`src/common/mrc_map.svh`:
```
// Purpose: constants of the microcontroller reset controller
// Assumes: included by bare name from the rtl and test files
// Notes: register byte address is index * 4 on the APB bus
//
// Overview of operation
// - a low level on the external reset pin puts the device in reset
// - a watchdog counter overflow also puts the device in reset
// - both sources act alike; execution starts from vector at 0000H/0001H
// - all pins float during reset and the following stabilization wait
// - pin high releases reset; execution starts after 2^15 system clocks
// - watchdog reset releases itself, then waits the same 2^15 clocks
// - reset ending stop mode keeps stop state during reset, pins still float
// - program counter loads from the vector; stack undefined; status word 02H
// - port output latches and pull-up option registers clear to 00H
// - port direction registers set to FFH so every pin is an input
// - clock control register becomes 02H, stabilization select 04H
// - inverter compares and buffers 0 to 2 become 0000H, the fourth 00FFH
// - dead time reload becomes FFH; inverter control and mode become 00H
// - byte timer counts and modes clear to 00H; their compares undefined
// - watch timer mode, watchdog clock select and watchdog mode clear
// - converter mode and input select clear; converter result undefined
// - serial mode, status and baud control clear; transmit shift undefined
// - serial receive buffer becomes FFH
`ifndef MRC_MAP_SVH
`define MRC_MAP_SVH

// ****************************************************************
// timing
// ****************************************************************
`define MRC_CLK_MHZ 100
`define MRC_STAB_EXP 15
`define MRC_STAB_CYCLES (1 << `MRC_STAB_EXP)
`define MRC_EXT_LOW_US 10
`define MRC_EXT_LOW_CYC (`MRC_EXT_LOW_US * `MRC_CLK_MHZ)

// ****************************************************************
// reset vector
// ****************************************************************
`define MRC_VEC_LO_ADDR 16'h0000
`define MRC_VEC_HI_ADDR 16'h0001

// ****************************************************************
// register indices
// ****************************************************************
`define MRC_IDX_W 6
`define MRC_IDX_PROCESSOR_STATUS_WORD 0
`define MRC_IDX_PORT_LATCH 1
`define MRC_IDX_PORT_DIRECTION 4
`define MRC_IDX_PORT0_PULLUP_OPTION 7
`define MRC_IDX_PORT2_PULLUP_OPTION 8
`define MRC_IDX_CPU_CLOCK_CONTROL 9
`define MRC_IDX_STABILIZATION_TIME_SELECT 10
`define MRC_IDX_INVERTER_COMPARE 11
`define MRC_IDX_INVERTER_COMPARE_BUFFER 15
`define MRC_IDX_DEAD_TIME_RELOAD 19
`define MRC_IDX_INVERTER_TIMER_CONTROL 20
`define MRC_IDX_INVERTER_TIMER_MODE 21
`define MRC_IDX_BYTE_TIMER_COUNT 22
`define MRC_IDX_BYTE_TIMER_COMPARE 25
`define MRC_IDX_BYTE_TIMER_MODE 28
`define MRC_IDX_WATCH_TIMER_MODE 31
`define MRC_IDX_WATCHDOG_CLOCK_SELECT 32
`define MRC_IDX_WATCHDOG_MODE 33
`define MRC_IDX_CONVERTER_MODE 34
`define MRC_IDX_CONVERTER_RESULT 35
`define MRC_IDX_CONVERTER_INPUT_SELECT 36
`define MRC_IDX_SERIAL_MODE_REG 37
`define MRC_IDX_SERIAL_STATUS_REG 38
`define MRC_IDX_BAUD_GENERATOR_CONTROL 39
`define MRC_IDX_SERIAL_TRANSMIT_SHIFT 40
`define MRC_IDX_SERIAL_RECEIVE_BUFFER 41
`define MRC_IDX_STACK_POINTER_REG 42
`define MRC_NUM_REGS 43
`define MRC_IDX_RESET_CAUSE 48
`define MRC_IDX_PROGRAM_COUNTER_REG 49
`define MRC_PORT_COUNT 3
`define MRC_TIMER_COUNT 3
`define MRC_WIDE_COUNT 4

// ****************************************************************
// reset values and fields
// ****************************************************************
`define MRC_RST_CLEAR 16'h0000
`define MRC_RST_STATUS_WORD 16'h0002
`define MRC_RST_CLOCK_CONTROL 16'h0002
`define MRC_RST_STAB_SELECT 16'h0004
`define MRC_RST_LOW_ONES 16'h00FF
`define MRC_MASK_BYTE 16'h00FF
`define MRC_MASK_WORD 16'hFFFF
`define MRC_CAUSE_EXT_BIT 0
`define MRC_CAUSE_WDT_BIT 1
`define MRC_CAUSE_STATE_LSB 4

`endif

```
`src/common/mrc_pkg.sv`:
```
// Purpose: types shared by the reset controller files
// Assumes: constants live in mrc_map.svh
// Notes: state codes are gray along reset, wait, fetch, run
package mrc_pkg;
    typedef enum logic [2:0] {
        MRC_ST_RESET = 3'b000,
        MRC_ST_STAB = 3'b001,
        MRC_ST_FETCH_LO = 3'b011,
        MRC_ST_FETCH_HI = 3'b010,
        MRC_ST_RUN = 3'b110
    } mrc_state_t;
    typedef logic [15:0] mrc_word_t;
endpackage

```
`src/common/mrc_seq_if.sv`:
```
// Purpose: signals between the register shell and the reset sequencer
// Assumes: one clock domain
// Notes: requests are on the controller clock already
`timescale 1ns/10ps
interface mrc_seq_if;
    import mrc_pkg::*;
    logic ext_req;
    logic wdt_req;
    logic stop_mode;
    logic core_rst;
    logic pins_hiz;
    logic retain;
    logic start;
    mrc_state_t state;
    modport seq (input ext_req, wdt_req, stop_mode,
                 output core_rst, pins_hiz, retain, start, state);
    modport ctl (output ext_req, wdt_req, stop_mode,
                 input core_rst, pins_hiz, retain, start, state);
endinterface

```
`src/rtl/mrc_reset_controller.sv`:
```
// Purpose: reset controller top with APB register file and pin control
// Assumes: vector memory answers VEC_DATA in the cycle VEC_ADDR is shown
// Notes: APB answers with zero wait states
`timescale 1ns/10ps
`include "mrc_map.svh"
module mrc_reset_controller
    import mrc_pkg::*;
#(
    parameter int unsigned STAB_CYCLES = `MRC_STAB_CYCLES
) (
    // clock and power-on reset
    input wire logic CLK,
    input wire logic RESET_N,
    // reset sources
    input wire logic RESET_PIN_N,
    input wire logic WDT_OVERFLOW,
    input wire logic STOP_MODE,
    // apb slave
    input wire logic PSEL,
    input wire logic PENABLE,
    input wire logic PWRITE,
    input wire logic [11:0] PADDR,
    input wire logic [31:0] PWDATA,
    output logic [31:0] PRDATA,
    output logic PREADY,
    output logic PSLVERR,
    // reset vector fetch
    output logic [15:0] VEC_ADDR,
    output logic VEC_RD,
    input wire logic [7:0] VEC_DATA,
    // core control
    output logic CORE_RESET_N,
    output logic CPU_START,
    output logic CPU_RUN,
    output logic [15:0] PROGRAM_COUNTER,
    output logic STOP_RETAIN,
    // port pins
    output logic PINS_HIZ,
    output logic [23:0] PORT_OUT,
    output logic [23:0] PORT_OE,
    output logic [23:0] PORT_PULLUP
);
    localparam int NREG = `MRC_NUM_REGS;
    localparam int IW = `MRC_IDX_W;

    // reset info per register: {has reset value, value}
    function automatic logic [16:0] reg_info(input int i);
        logic [16:0] r;
        r = {1'b1, `MRC_RST_CLEAR};
        if (i == `MRC_IDX_PROCESSOR_STATUS_WORD) r[15:0] = `MRC_RST_STATUS_WORD;
        if (i >= `MRC_IDX_PORT_DIRECTION && i < `MRC_IDX_PORT_DIRECTION + `MRC_PORT_COUNT)
            r[15:0] = `MRC_RST_LOW_ONES;
        if (i == `MRC_IDX_CPU_CLOCK_CONTROL) r[15:0] = `MRC_RST_CLOCK_CONTROL;
        if (i == `MRC_IDX_STABILIZATION_TIME_SELECT) r[15:0] = `MRC_RST_STAB_SELECT;
        if (i == `MRC_IDX_INVERTER_COMPARE + 3) r[15:0] = `MRC_RST_LOW_ONES;
        if (i == `MRC_IDX_INVERTER_COMPARE_BUFFER + 3) r[15:0] = `MRC_RST_LOW_ONES;
        if (i == `MRC_IDX_DEAD_TIME_RELOAD) r[15:0] = `MRC_RST_LOW_ONES;
        if (i == `MRC_IDX_SERIAL_RECEIVE_BUFFER) r[15:0] = `MRC_RST_LOW_ONES;
        if (i >= `MRC_IDX_BYTE_TIMER_COMPARE && i < `MRC_IDX_BYTE_TIMER_COMPARE + `MRC_TIMER_COUNT)
            r[16] = 1'b0;
        if (i == `MRC_IDX_CONVERTER_RESULT) r[16] = 1'b0;
        if (i == `MRC_IDX_SERIAL_TRANSMIT_SHIFT) r[16] = 1'b0;
        if (i == `MRC_IDX_STACK_POINTER_REG) r[16] = 1'b0;
        return r;
    endfunction

    // inverter compares and buffers hold 16 bits, the rest 8
    function automatic logic [15:0] reg_mask(input int i);
        logic [15:0] m;
        m = `MRC_MASK_BYTE;
        if (i >= `MRC_IDX_INVERTER_COMPARE && i < `MRC_IDX_INVERTER_COMPARE + `MRC_WIDE_COUNT)
            m = `MRC_MASK_WORD;
        if (i >= `MRC_IDX_INVERTER_COMPARE_BUFFER &&
            i < `MRC_IDX_INVERTER_COMPARE_BUFFER + `MRC_WIDE_COUNT)
            m = `MRC_MASK_WORD;
        return m;
    endfunction

    mrc_seq_if sq ();
    logic pin_s1_r;
    logic pin_s2_r;
    logic ext_flag_r;
    logic wdt_flag_r;
    logic [31:0] prdata_r;
    logic [31:0] rd_mux;
    mrc_word_t pc_r;
    logic start_r;
    mrc_word_t reg_q [NREG];

    // ****************************************************************
    // reset sources
    // ****************************************************************
    // pin starts as asserted so reset holds until the pin is seen high
    always_ff @(posedge CLK or negedge RESET_N) begin
        if (!RESET_N) begin
            pin_s1_r <= 1'b0;
            pin_s2_r <= 1'b0;
        end else begin
            pin_s1_r <= RESET_PIN_N;
            pin_s2_r <= pin_s1_r;
        end
    end

    assign sq.ext_req = ~pin_s2_r;
    assign sq.wdt_req = WDT_OVERFLOW;
    assign sq.stop_mode = STOP_MODE;

    mrc_sequencer #(
        .STAB_CYCLES(STAB_CYCLES)
    ) u_seq (
        .clk(CLK),
        .reset_n(RESET_N),
        .sq(sq)
    );

    // ****************************************************************
    // apb decode
    // ****************************************************************
    wire [IW-1:0] idx = PADDR[7:2];
    wire hi_zero = (PADDR[11:8] == 4'h0);
    wire in_file = hi_zero & (idx < IW'(NREG));
    wire is_cause = hi_zero & (idx == IW'(`MRC_IDX_RESET_CAUSE));
    wire is_pc = hi_zero & (idx == IW'(`MRC_IDX_PROGRAM_COUNTER_REG));
    wire acc = PSEL & PENABLE;
    wire setup = PSEL & ~PENABLE;
    wire wr_file = acc & PWRITE & in_file;
    wire wr_cause = acc & PWRITE & is_cause;
    wire bad = ~(in_file | is_cause | is_pc) | (PWRITE & is_pc);
    // stop retention freezes the file while the pin is still low
    wire core_clr = sq.core_rst & ~sq.retain;

    assign PREADY = 1'b1;
    assign PSLVERR = acc & bad;

    // read data selection
    always_comb begin
        rd_mux = 32'h0000_0000;
        if (in_file) rd_mux = {16'h0000, reg_q[idx]};
        if (is_pc) rd_mux = {16'h0000, pc_r};
        if (is_cause) begin
            rd_mux[`MRC_CAUSE_EXT_BIT] = ext_flag_r;
            rd_mux[`MRC_CAUSE_WDT_BIT] = wdt_flag_r;
            rd_mux[`MRC_CAUSE_STATE_LSB +: 3] = sq.state;
        end
    end

    // read data is captured in the setup cycle, shown in the access cycle
    always_ff @(posedge CLK or negedge RESET_N) begin
        if (!RESET_N) prdata_r <= 32'h0000_0000;
        else if (setup) prdata_r <= rd_mux;
    end
    assign PRDATA = prdata_r;

    // ****************************************************************
    // register file
    // ****************************************************************
    for (genvar i = 0; i < NREG; i++) begin : g_reg
        localparam logic [16:0] INFO = reg_info(i);
        localparam logic [15:0] MASK = reg_mask(i);
        wire we = wr_file & (idx == IW'(i));
        mrc_word_t q_r;
        if (INFO[16]) begin : g_rst
            always_ff @(posedge CLK or negedge RESET_N) begin
                if (!RESET_N) q_r <= INFO[15:0];
                else if (core_clr) q_r <= INFO[15:0];
                else if (we) q_r <= PWDATA[15:0] & MASK;
            end
        end else begin : g_raw
            always_ff @(posedge CLK) begin
                if (we) q_r <= PWDATA[15:0] & MASK;
            end
        end
        assign reg_q[i] = q_r;
    end

    // cause flags survive internal reset; a new event beats a clear
    always_ff @(posedge CLK or negedge RESET_N) begin
        if (!RESET_N) begin
            ext_flag_r <= 1'b0;
            wdt_flag_r <= 1'b0;
        end else begin
            ext_flag_r <= sq.ext_req | (ext_flag_r & ~(wr_cause & PWDATA[`MRC_CAUSE_EXT_BIT]));
            wdt_flag_r <= sq.wdt_req | (wdt_flag_r & ~(wr_cause & PWDATA[`MRC_CAUSE_WDT_BIT]));
        end
    end

    // ****************************************************************
    // vector fetch and core start
    // ****************************************************************
    wire fetch_lo = (sq.state == MRC_ST_FETCH_LO);
    wire fetch_hi = (sq.state == MRC_ST_FETCH_HI);

    assign VEC_ADDR = fetch_hi ? `MRC_VEC_HI_ADDR : `MRC_VEC_LO_ADDR;
    assign VEC_RD = fetch_lo | fetch_hi;

    always_ff @(posedge CLK or negedge RESET_N) begin
        if (!RESET_N) begin
            pc_r <= 16'h0000;
            start_r <= 1'b0;
        end else begin
            if (fetch_lo) pc_r[7:0] <= VEC_DATA;
            if (fetch_hi) pc_r[15:8] <= VEC_DATA;
            start_r <= sq.start;
        end
    end

    assign PROGRAM_COUNTER = pc_r;
    assign CPU_START = start_r;
    assign CPU_RUN = (sq.state == MRC_ST_RUN);
    assign CORE_RESET_N = ~sq.core_rst;
    assign STOP_RETAIN = sq.retain;
    assign PINS_HIZ = sq.pins_hiz;

    // ****************************************************************
    // port pins
    // ****************************************************************
    for (genvar p = 0; p < `MRC_PORT_COUNT; p++) begin : g_port
        wire [7:0] dir = reg_q[`MRC_IDX_PORT_DIRECTION + p][7:0];
        assign PORT_OUT[p*8 +: 8] = reg_q[`MRC_IDX_PORT_LATCH + p][7:0];
        assign PORT_OE[p*8 +: 8] = ~dir & {8{~sq.pins_hiz}};
    end

    // pull-ups act only on input pins and never while floating
    assign PORT_PULLUP = {reg_q[`MRC_IDX_PORT2_PULLUP_OPTION][7:0], 8'h00,
                          reg_q[`MRC_IDX_PORT0_PULLUP_OPTION][7:0]}
                         & {reg_q[`MRC_IDX_PORT_DIRECTION + 2][7:0],
                            reg_q[`MRC_IDX_PORT_DIRECTION + 1][7:0],
                            reg_q[`MRC_IDX_PORT_DIRECTION][7:0]}
                         & {24{~sq.pins_hiz}};
endmodule

```
`src/rtl/mrc_sequencer.sv`:
```
// Purpose: reset state machine and stabilization counter
// Assumes: requests synchronous to clk; STAB_CYCLES at least 2
// Notes: any new request restarts from the reset state
`timescale 1ns/10ps
`include "mrc_map.svh"
module mrc_sequencer
    import mrc_pkg::*;
#(
    parameter int unsigned STAB_CYCLES = `MRC_STAB_CYCLES
) (
    // clock and reset
    input wire logic clk,
    input wire logic reset_n,
    // shell side
    mrc_seq_if.seq sq
);
    localparam int CW = $clog2(STAB_CYCLES);
    localparam logic [CW-1:0] CNT_LAST = CW'(STAB_CYCLES - 1);

    mrc_state_t state_r;
    mrc_state_t state_nxt;
    logic [CW-1:0] cnt_r;
    logic [CW-1:0] cnt_nxt;
    logic retain_r;
    logic retain_nxt;
    wire req = sq.ext_req | sq.wdt_req;
    wire in_run = (state_r == MRC_ST_RUN);

    // ****************************************************************
    // next state
    // ****************************************************************
    // a request wins over every state, so a pulse mid-wait restarts it
    always_comb begin
        state_nxt = state_r;
        if (req) begin
            state_nxt = MRC_ST_RESET;
        end else begin
            unique case (state_r)
                MRC_ST_RESET: state_nxt = MRC_ST_STAB;
                MRC_ST_STAB: state_nxt = (cnt_r == CNT_LAST) ? MRC_ST_FETCH_LO : MRC_ST_STAB;
                MRC_ST_FETCH_LO: state_nxt = MRC_ST_FETCH_HI;
                MRC_ST_FETCH_HI: state_nxt = MRC_ST_RUN;
                MRC_ST_RUN: state_nxt = MRC_ST_RUN;
                default: state_nxt = MRC_ST_RESET;
            endcase
        end
    end

    assign cnt_nxt = (state_r == MRC_ST_STAB) ? cnt_r + 1'b1 : '0;
    assign retain_nxt = req & ((sq.stop_mode & in_run) | retain_r);

    // state, counter and stop retention flops
    always_ff @(posedge clk or negedge reset_n) begin
        if (!reset_n) begin
            state_r <= MRC_ST_RESET;
            cnt_r <= '0;
            retain_r <= 1'b0;
        end else begin
            state_r <= state_nxt;
            cnt_r <= cnt_nxt;
            retain_r <= retain_nxt;
        end
    end

    // ****************************************************************
    // outputs
    // ****************************************************************
    // reset held through wait
    assign sq.core_rst = (state_r == MRC_ST_RESET) | (state_r == MRC_ST_STAB);
    assign sq.pins_hiz = ~in_run;
    assign sq.retain = retain_r;
    assign sq.start = (state_r == MRC_ST_FETCH_HI) & ~req;
    assign sq.state = state_r;
endmodule

```
`config.mk`:
```
export PLATFORM = sky130hd
export DESIGN_NAME = mrc_reset_controller
export DESIGN_NICKNAME = d
export VERILOG_FILES = /design/src/common/mrc_pkg.sv /design/src/common/mrc_seq_if.sv /design/src/rtl/mrc_reset_controller.sv /design/src/rtl/mrc_sequencer.sv
export VERILOG_INCLUDE_DIRS = /design/src /design/src/common
export SDC_FILE = /design/constraint.sdc
export NUM_CORES = 1
export LEC_CHECK = 0
export BUFFER_PORTS_ARGS = -buffer_cell sky130_fd_sc_hd__buf_2
export CAP_MARGIN = 10
export CORE_ASPECT_RATIO = 0.6
export CORE_MARGIN = 2
export CORE_UTILIZATION = 60
export DETAILED_ROUTE_END_ITERATION = 7
export GPL_TIMING_DRIVEN = 1
export PLACE_DENSITY = 0.91
export SETUP_SLACK_MARGIN = 0.1
export SYNTH_ARGS = -nofsm -noshare
export SYNTH_HDL_FRONTEND = slang
export SYNTH_SLANG_ARGS = --single-unit
```
`constraint.sdc`:
```
create_clock -name CLK -period 2.4 [get_ports CLK]
set_clock_uncertainty 0.1 [all_clocks]
set_input_delay 0.24 -clock CLK [delete_from_list [all_inputs] [get_ports CLK]]
set_output_delay 0.24 -clock CLK [all_outputs]
set_load 0.02 [all_outputs]
```
==> results of run 1 <==
-- through the flow --
| stage | TNS [ns] | instances | hold WS [ns] | utilization (%) |
|---|---|---|---|---|
| 4_1_cts | 0 | 2839 | 0.02768 | 71.72 |
| 3_3_place_gp | -0.4528 | 2736 | 0.1409 | 67.07 |
| 3_5_place_dp | -0.6708 | 2736 | 0.1542 | 67.07 |
| 2_1_floorplan | 0 | 2122 | -0.1556 | - |
| 5_1_grt | 0 | 2844 | 0.04501 | 71.82 |
| 6_report | 0 | 2845 | 0.06275 | 71.83 |
-- kinds of logic (layout without fill, tap and decap cells) --
| family | count (synthesis) | after routing | synth area share (%) |
|---|---|---|---|
| AND/OR/NAND/NOR | 733 | 733 | 13.70 |
| other | 2 | 43 | 0.03279 |
| adder cells (fa/ha/maj) | 1 | 1 | 0.05462 |
| XOR/XNOR | 11 | 11 | 0.4207 |
| flip-flops | 464 | 464 | 52.07 |
| multiplexers | 343 | 343 | 19.65 |
| AO/OA/AOI/OAI | 302 | 302 | 9.167 |
| buffers and inverters | 228 | 435 | 4.911 |
-- final cells by class --
class / count / area, sq um / area share (%)
repair buffers: 340 / 2865 / 10.60
inverters: 17 / 66.31 / 0.2453
clock buffers: 57 / 1179 / 4.359
diodes: 3 / 7.507 / 0.02776
multi-input cells: 1430 / 10030 / 37.10
well taps: 513 / 641.9 / 2.374
clock inverters: 21 / 320.3 / 1.185
flip-flops and latches: 464 / 11930 / 44.11
-- what timing repair did --
item,in CTS,in global routing
setup buffers,2,3
hold endpoints to repair,167,0
setup endpoints to repair,42,37
gates resized for setup,4,5
hold buffers,23,0
-- layer usage --
metal / share of wire (%) / GRT usage, % / routed length (um) / vias to the layer above
met2: 45 / 57.65 / 33730 / 1597
met5: 0.017 / 0 / 13 / -
met3: 14 / 11.37 / 10740 / 364
met1: 35 / 50.31 / 26720 / 9510
met4: 6.0 / 20.66 / 4509 / 2
li1: - / - / - / 7702
-- power groups by stage --
stage / Combinational [mW] / Sequential, mW / Clock, mW
after floorplan: 0.607 / 8.18 / 0
after CTS: 1.23 / 8.01 / 7.48
after global routing: 1.33 / 8.00 / 7.78
final: 1.27 / 8.01 / 7.48
after global placement: 1.15 / 8.15 / 0
after detailed placement: 1.18 / 8.15 / 0
-- cell usage after synthesis, types with 10 or more instances --
cell type	instances
dfrtp_1	357
nand2_1	317
nor2_1	258
mux2i_1	238
a21oi_1	134
clkbuf_1	110
mux4_2	83
nand3_1	70
dfstp_2	59
buf_4	51
edfxtp_1	48
o211ai_1	48
buf_2	44
and3_1	23
mux2_2	22
o21ai_0	21
inv_1	16
a221oi_1	11
a2bb2oi_1	11
a32oi_1	11
nor2b_1	11
nand2b_1	10
-- sequential cells by signal (all words and copies together) (netlist names) --
signal	flops
u_seq.cnt_r	15
g.q_r	408
PRDATA	16
u_seq.sq.retain	1
PROGRAM_COUNTER	16
pin_s1_r	1
ext_flag_r	1
wdt_flag_r	1
u_seq.sq.state	3
pin_s2_r	1
CPU_START	1
-- how the worst max path moves through the flow --
stage	slack [ns]	cells past startpoint	endpoint
2_1_floorplan	0.006	6	g_reg[35].q_r[0]$_DFFE_PP_
4_1_cts	0.11	4	PORT_PULLUP[17]
3_3_place_gp	-0.06	8	g_reg[35].q_r[1]$_DFFE_PP_
5_1_grt	0.1	4	PORT_PULLUP[1]
3_5_place_dp	-0.07	8	PRDATA[7]$_DFFE_PN0P_
6_report	0.10	4	PORT_PULLUP[1]
-- worst max-delay path, stage by stage, from the launching register on --
cell and delay [ns]:
dfrtp_2 0.44, and3b_2 0.38, buf_6 0.20, and3_1 0.20, buf_2 0.17
==> impl_metrics.env, run 1 <==
export IMPL_status="completed"
export IMPL_cp_start_kind="flop"
export IMPL_power_frac_seq_pct=47.8
export IMPL_die_w_um=256.2
export IMPL_p_leak_nw=11.94
export IMPL_ioPinCount=204
export IMPL_fill_cells=2330
export IMPL_final_cell_area_sq_um=27040
export IMPL_core_sq_um=37640
export IMPL_final_cell_mix="dfrtp_1 (355), nand2_1 (317), nor2_1 (257)"
export IMPL_place_area_sq_um=25250
export IMPL_synth_area_leaders="dfrtp_1 (39%), mux2i_1 (10%), mux4_2 (8.2%)"
export IMPL_syn_area_sq_um=22900
export IMPL_start_util_pct=60.84
export IMPL_path_clk_slew_ns=0.07
export IMPL_synth_seq_area_share_pct=52.07
export IMPL_tightest_slew_ns=0.8060
export IMPL_drc_errors=0
export IMPL_ys_warn_count=0
export IMPL_root_buffer="clkbuf_16"
export IMPL_max_freq_mhz=435.6
export IMPL_r2r_end="PRDATA[9]$_DFFE_PN0P_"
export IMPL_hold_viol=0
export IMPL_slew_violations=0
export IMPL_grt_antenna_before_repair=4
export IMPL_nets=2357
export IMPL_ir_drop_uv=648.7
export IMPL_synth_seq_cells=464
export IMPL_cp_data_required_time_ns=2.06
export IMPL_final_common_cell="dfrtp_1"
export IMPL_hpwl_um=50340
export IMPL_critical_path_arrival_ns=1.96
export IMPL_critPathMaxFanout=17
export IMPL_netlist_cell_type_count=66
export IMPL_pre_cts_ws_ns=-0.06562
export IMPL_synth_main_ff_cell="dfrtp_1"
export IMPL_clk_latency_ns=0.56
export IMPL_min_path_cells=1
export IMPL_ant_nets=0
export IMPL_synth_edff_count=48
export IMPL_endpoint_kind="primary output"
export IMPL_grt_pass1_vias=19358
export IMPL_grt_setup_unrepaired="false"
export IMPL_routedWlPerCell_um=26.61
export IMPL_overflow=0
export IMPL_rows=55
export IMPL_grtUsageTotal_pct=38.18
export IMPL_netlist_instances=2084
export IMPL_clkPwrFrac_pct=44.6
export IMPL_worst_slack_ns=0.1045
export IMPL_dieArea_sq_um=39800
export IMPL_grt_max_degree=78
export IMPL_htreeDepth=2
export IMPL_p_total_mw=16.76
export IMPL_synthToLayoutAreaGrowth_pct=18.06
export IMPL_drv_cap=0
export IMPL_ys_async_sr_fraction_pct=89.66
export IMPL_switching_share_pct=24.11
export IMPL_finalSetupViolCount=0
export IMPL_cts_tree="built"
export IMPL_drive_above_1_share_pct=24.99
export IMPL_reg2reg_depth=5
export IMPL_maxSlewHeadroom_pct=45.70
export IMPL_grt_pass1_wl_um=115500
export IMPL_criticalPathCategory="flop to primary output"
export IMPL_comb_power_share_pct=7.6
export IMPL_r2r_slack_ns=0.33
export IMPL_clock_path_buffers=3
export IMPL_dr_pass1_iters=6
export IMPL_cts_buffers_inserted=43
export IMPL_num_vias=19175
export IMPL_yosysTopAreaCell="dfrtp_1"
export IMPL_powerDensity_nw_per_um2=619.7
export IMPL_chipHeight_um=155.3
export IMPL_p_switching_mw=4.040
export IMPL_clock_sinks=464
export IMPL_min_from="PWDATA[0]"
export IMPL_rr_startpoint="g_reg[15].q_r[9]$_DFFE_PN0P_"
export IMPL_startpoint="u_seq.sq.state[0]$_DFF_PN0_"
export IMPL_p_int_mw=12.72
export IMPL_gp_congestion=1.020
export IMPL_worstHoldEndpoint="g_reg[40].q_r[0]$_DFFE_PP_"
export IMPL_drt_iter0_drc=3231
export IMPL_post_route_period_util_pct=95.65
export IMPL_totalWireLength_um=75720
export IMPL_netlist_area_leader_share_pct=39.01
export IMPL_routed_via_density=6.740
export IMPL_io_buffers=145
export IMPL_hp_class="input port to flop"
export IMPL_post_route_min_period_ns=2.295
export IMPL_syn_avg_cell_area_sq_um=10.99
Power figures use the tool's default switching activity.
==> run 2, diff against run 1 <==
--- a/config.mk
+++ b/config.mk
@@ -8,9 +8,9 @@
 export LEC_CHECK = 0
 export BUFFER_PORTS_ARGS = -buffer_cell sky130_fd_sc_hd__buf_2
 export CAP_MARGIN = 10
-export CORE_ASPECT_RATIO = 0.6
 export CORE_MARGIN = 2
 export CORE_UTILIZATION = 60
+export CTS_CLUSTER_SIZE = 10
 export DETAILED_ROUTE_END_ITERATION = 7
 export GPL_TIMING_DRIVEN = 1
 export PLACE_DENSITY = 0.91
==> impl_metrics.env, run 2 (synthesized netlist as in run 1, its figures left out) <==
export IMPL_die_w_um=199.4
export IMPL_slew_violations=0
export IMPL_largest_reg_flops=408
export IMPL_clock_sinks=464
export IMPL_crit_chain="mux4_2 > mux2i_1 > a2bb2oi_1 > o221ai_1 > a32o_1"
export IMPL_clock_path_buffers=3
export IMPL_grt_setup_unrepaired="true"
export IMPL_critPathTopFamily="compound AO/OA/AOI/OAI gates"
export IMPL_status="completed"
export IMPL_post_route_period_util_pct=97.89
export IMPL_rr_startpoint="g_reg[7].q_r[0]$_DFFE_PN0P_"
export IMPL_maxSlewHeadroom_pct=36.67
export IMPL_nets=2355
export IMPL_path_clk_slew_ns=0.06
export IMPL_drv_cap=0
export IMPL_routedWlPerCell_um=26.06
export IMPL_cts_buffers_inserted=52
export IMPL_totalWireLength_um=74000
export IMPL_grt_pass1_vias=19546
export IMPL_core_sq_um=37670
export IMPL_drive_above_1_share_pct=24.27
export IMPL_cp_start_kind="flop"
export IMPL_min_from="PWDATA[6]"
export IMPL_overflow=0
export IMPL_ant_nets=0
export IMPL_dr_pass1_iters=8
export IMPL_endpoint_kind="flop"
export IMPL_cp_data_required_time_ns=2.78
export IMPL_start_util_pct=60.80
export IMPL_max_stage_delay_ns=0.51
export IMPL_critical_path_arrival_ns=2.73
export IMPL_cts_tree="built"
export IMPL_max_freq_mhz=425.7
export IMPL_clk_latency_ns=0.62
export IMPL_cp_slowest_cell="mux4_2"
export IMPL_ir_drop_uv=478.7
export IMPL_root_buffer="clkbuf_16"
export IMPL_hp_class="input port to flop"
export IMPL_startpoint="g_reg[7].q_r[0]$_DFFE_PN0P_"
export IMPL_ioPinCount=204
export IMPL_final_cell_mix="dfrtp_1 (354), nand2_1 (317), nor2_1 (251)"
export IMPL_htreeDepth=2
export IMPL_fill_cells=2307
export IMPL_grtUsageTotal_pct=38.03
export IMPL_routed_via_density=6.767
export IMPL_gp_congestion=0.9799
export IMPL_chipHeight_um=199.4
export IMPL_powerDensity_nw_per_um2=616.7
export IMPL_final_cell_area_sq_um=26830
export IMPL_grt_max_degree=93
export IMPL_drc_errors=0
export IMPL_p_leak_nw=11.79
export IMPL_drt_iter0_drc=2858
export IMPL_io_buffers=145
export IMPL_p_total_mw=16.54
export IMPL_num_vias=19211
export IMPL_hold_viol=0
export IMPL_rows=71
export IMPL_final_common_cell="dfrtp_1"
export IMPL_grt_antenna_before_repair=8
export IMPL_hpwl_um=47550
export IMPL_worst_path_buf_inv=0
export IMPL_post_route_min_period_ns=2.349
export IMPL_r2r_slack_ns=0.05
export IMPL_place_area_sq_um=24990
export IMPL_criticalPathCategory="flop to flop"
export IMPL_dieArea_sq_um=39750
export IMPL_grt_pass1_wl_um=113200
export IMPL_critPathMaxFanout=3
export IMPL_largest_register="g.q_r"
export IMPL_tightest_slew_ns=0.9499
export IMPL_synthToLayoutAreaGrowth_pct=17.13
export IMPL_finalSetupViolCount=0
run 2: cell count changes in the layout (fill, tap and decap cells not counted), moves of 3 or more:
| cell | change |
|---|---|
| clkbuf_1 | +20 |
| clkinv_2 | -7 |
| nor2_2 | +6 |
| buf_4 | +3 |
| clkbuf_8 | -3 |
| buf_2 | -5 |
| bufinv_16 | -8 |
| clkbuf_16 | +11 |
| nor2_1 | -6 |
| buf_12 | -12 |
run 2: path summary, 6_finish.rpt:
check                                               end  cells after the start
hold reg to reg                      pin_s2_r$_DFF_PN0_                      0
hold / removal               g_reg[42].q_r[6]$_DFFE_PP_                      1
max in group asynchronous  g_reg[19].q_r[2]$_DFFE_PN1P_                      3
min in group asynchronous   g_reg[7].q_r[2]$_DFFE_PN0P_                      2
setup reg to reg                  PRDATA[0]$_DFFE_PN0P_                      5
setup / recovery                  PRDATA[0]$_DFFE_PN0P_                      5
run 2: layout make-up:
type | instances | area [sq um] | area share (%)
timing repair buffer | 329 | 2670 | 9.953
tap | 511 | 639.4 | 2.383
antenna | 4 | 10.01 | 0.03731
sequential | 464 | 11930 | 44.47
inverter | 17 | 68.82 | 0.2565
multi-input combinational | 1430 | 10050 | 37.45
clock buffer | 84 | 1463 | 5.452
run 2: timing repair:
action / in CTS / in global routing
endpoints found under the setup margin: 43 / 27
gates cloned: 0 / 1
buffers inserted: 4 / 2
hold endpoints to repair: 433 / 0
hold buffers: 23 / 0
pin swaps: 1 / 0
resized for setup: 16 / 7
run 2: routing by layer:
metal  wire (um)  GRT usage (%)
met1       24820          46.86
met2       33740          57.92
met3        9905          11.85
met4        5496          25.62
met5          38              0
run 2: worst reg2reg max path, stage by stage, from the launching register on:
cell and delay, ns:
dfrtp_1 0.41, mux4_2 0.51, mux2i_1 0.28, a2bb2oi_1 0.29
o221ai_1 0.25, a32o_1 0.38
run 2: through the flow:
step	setup TNS [ns]	worst slack (ns)	util (%)	instances	hold WS, ns
4_1_cts	0	0.1104	71.03	2832	0.01085
3_5_place_dp	-0.3947	-0.1101	66.35	2721	0.1009
3_3_place_gp	-0.1287	-0.05762	66.35	2721	0.09683
5_1_grt	0	0.05205	71.21	2837	0.01134
2_1_floorplan	0	0.006071	-	2122	-0.1556
6_report	0	0.05065	71.22	2839	0.02359
run 2: report_power, final:
part / internal [mW] / switching [mW] / leakage (nW)
Clock: 4.10 / 3.15 / 0.702
Sequential: 7.98 / 0.0328 / 5.98
Combinational: 0.409 / 0.868 / 5.11
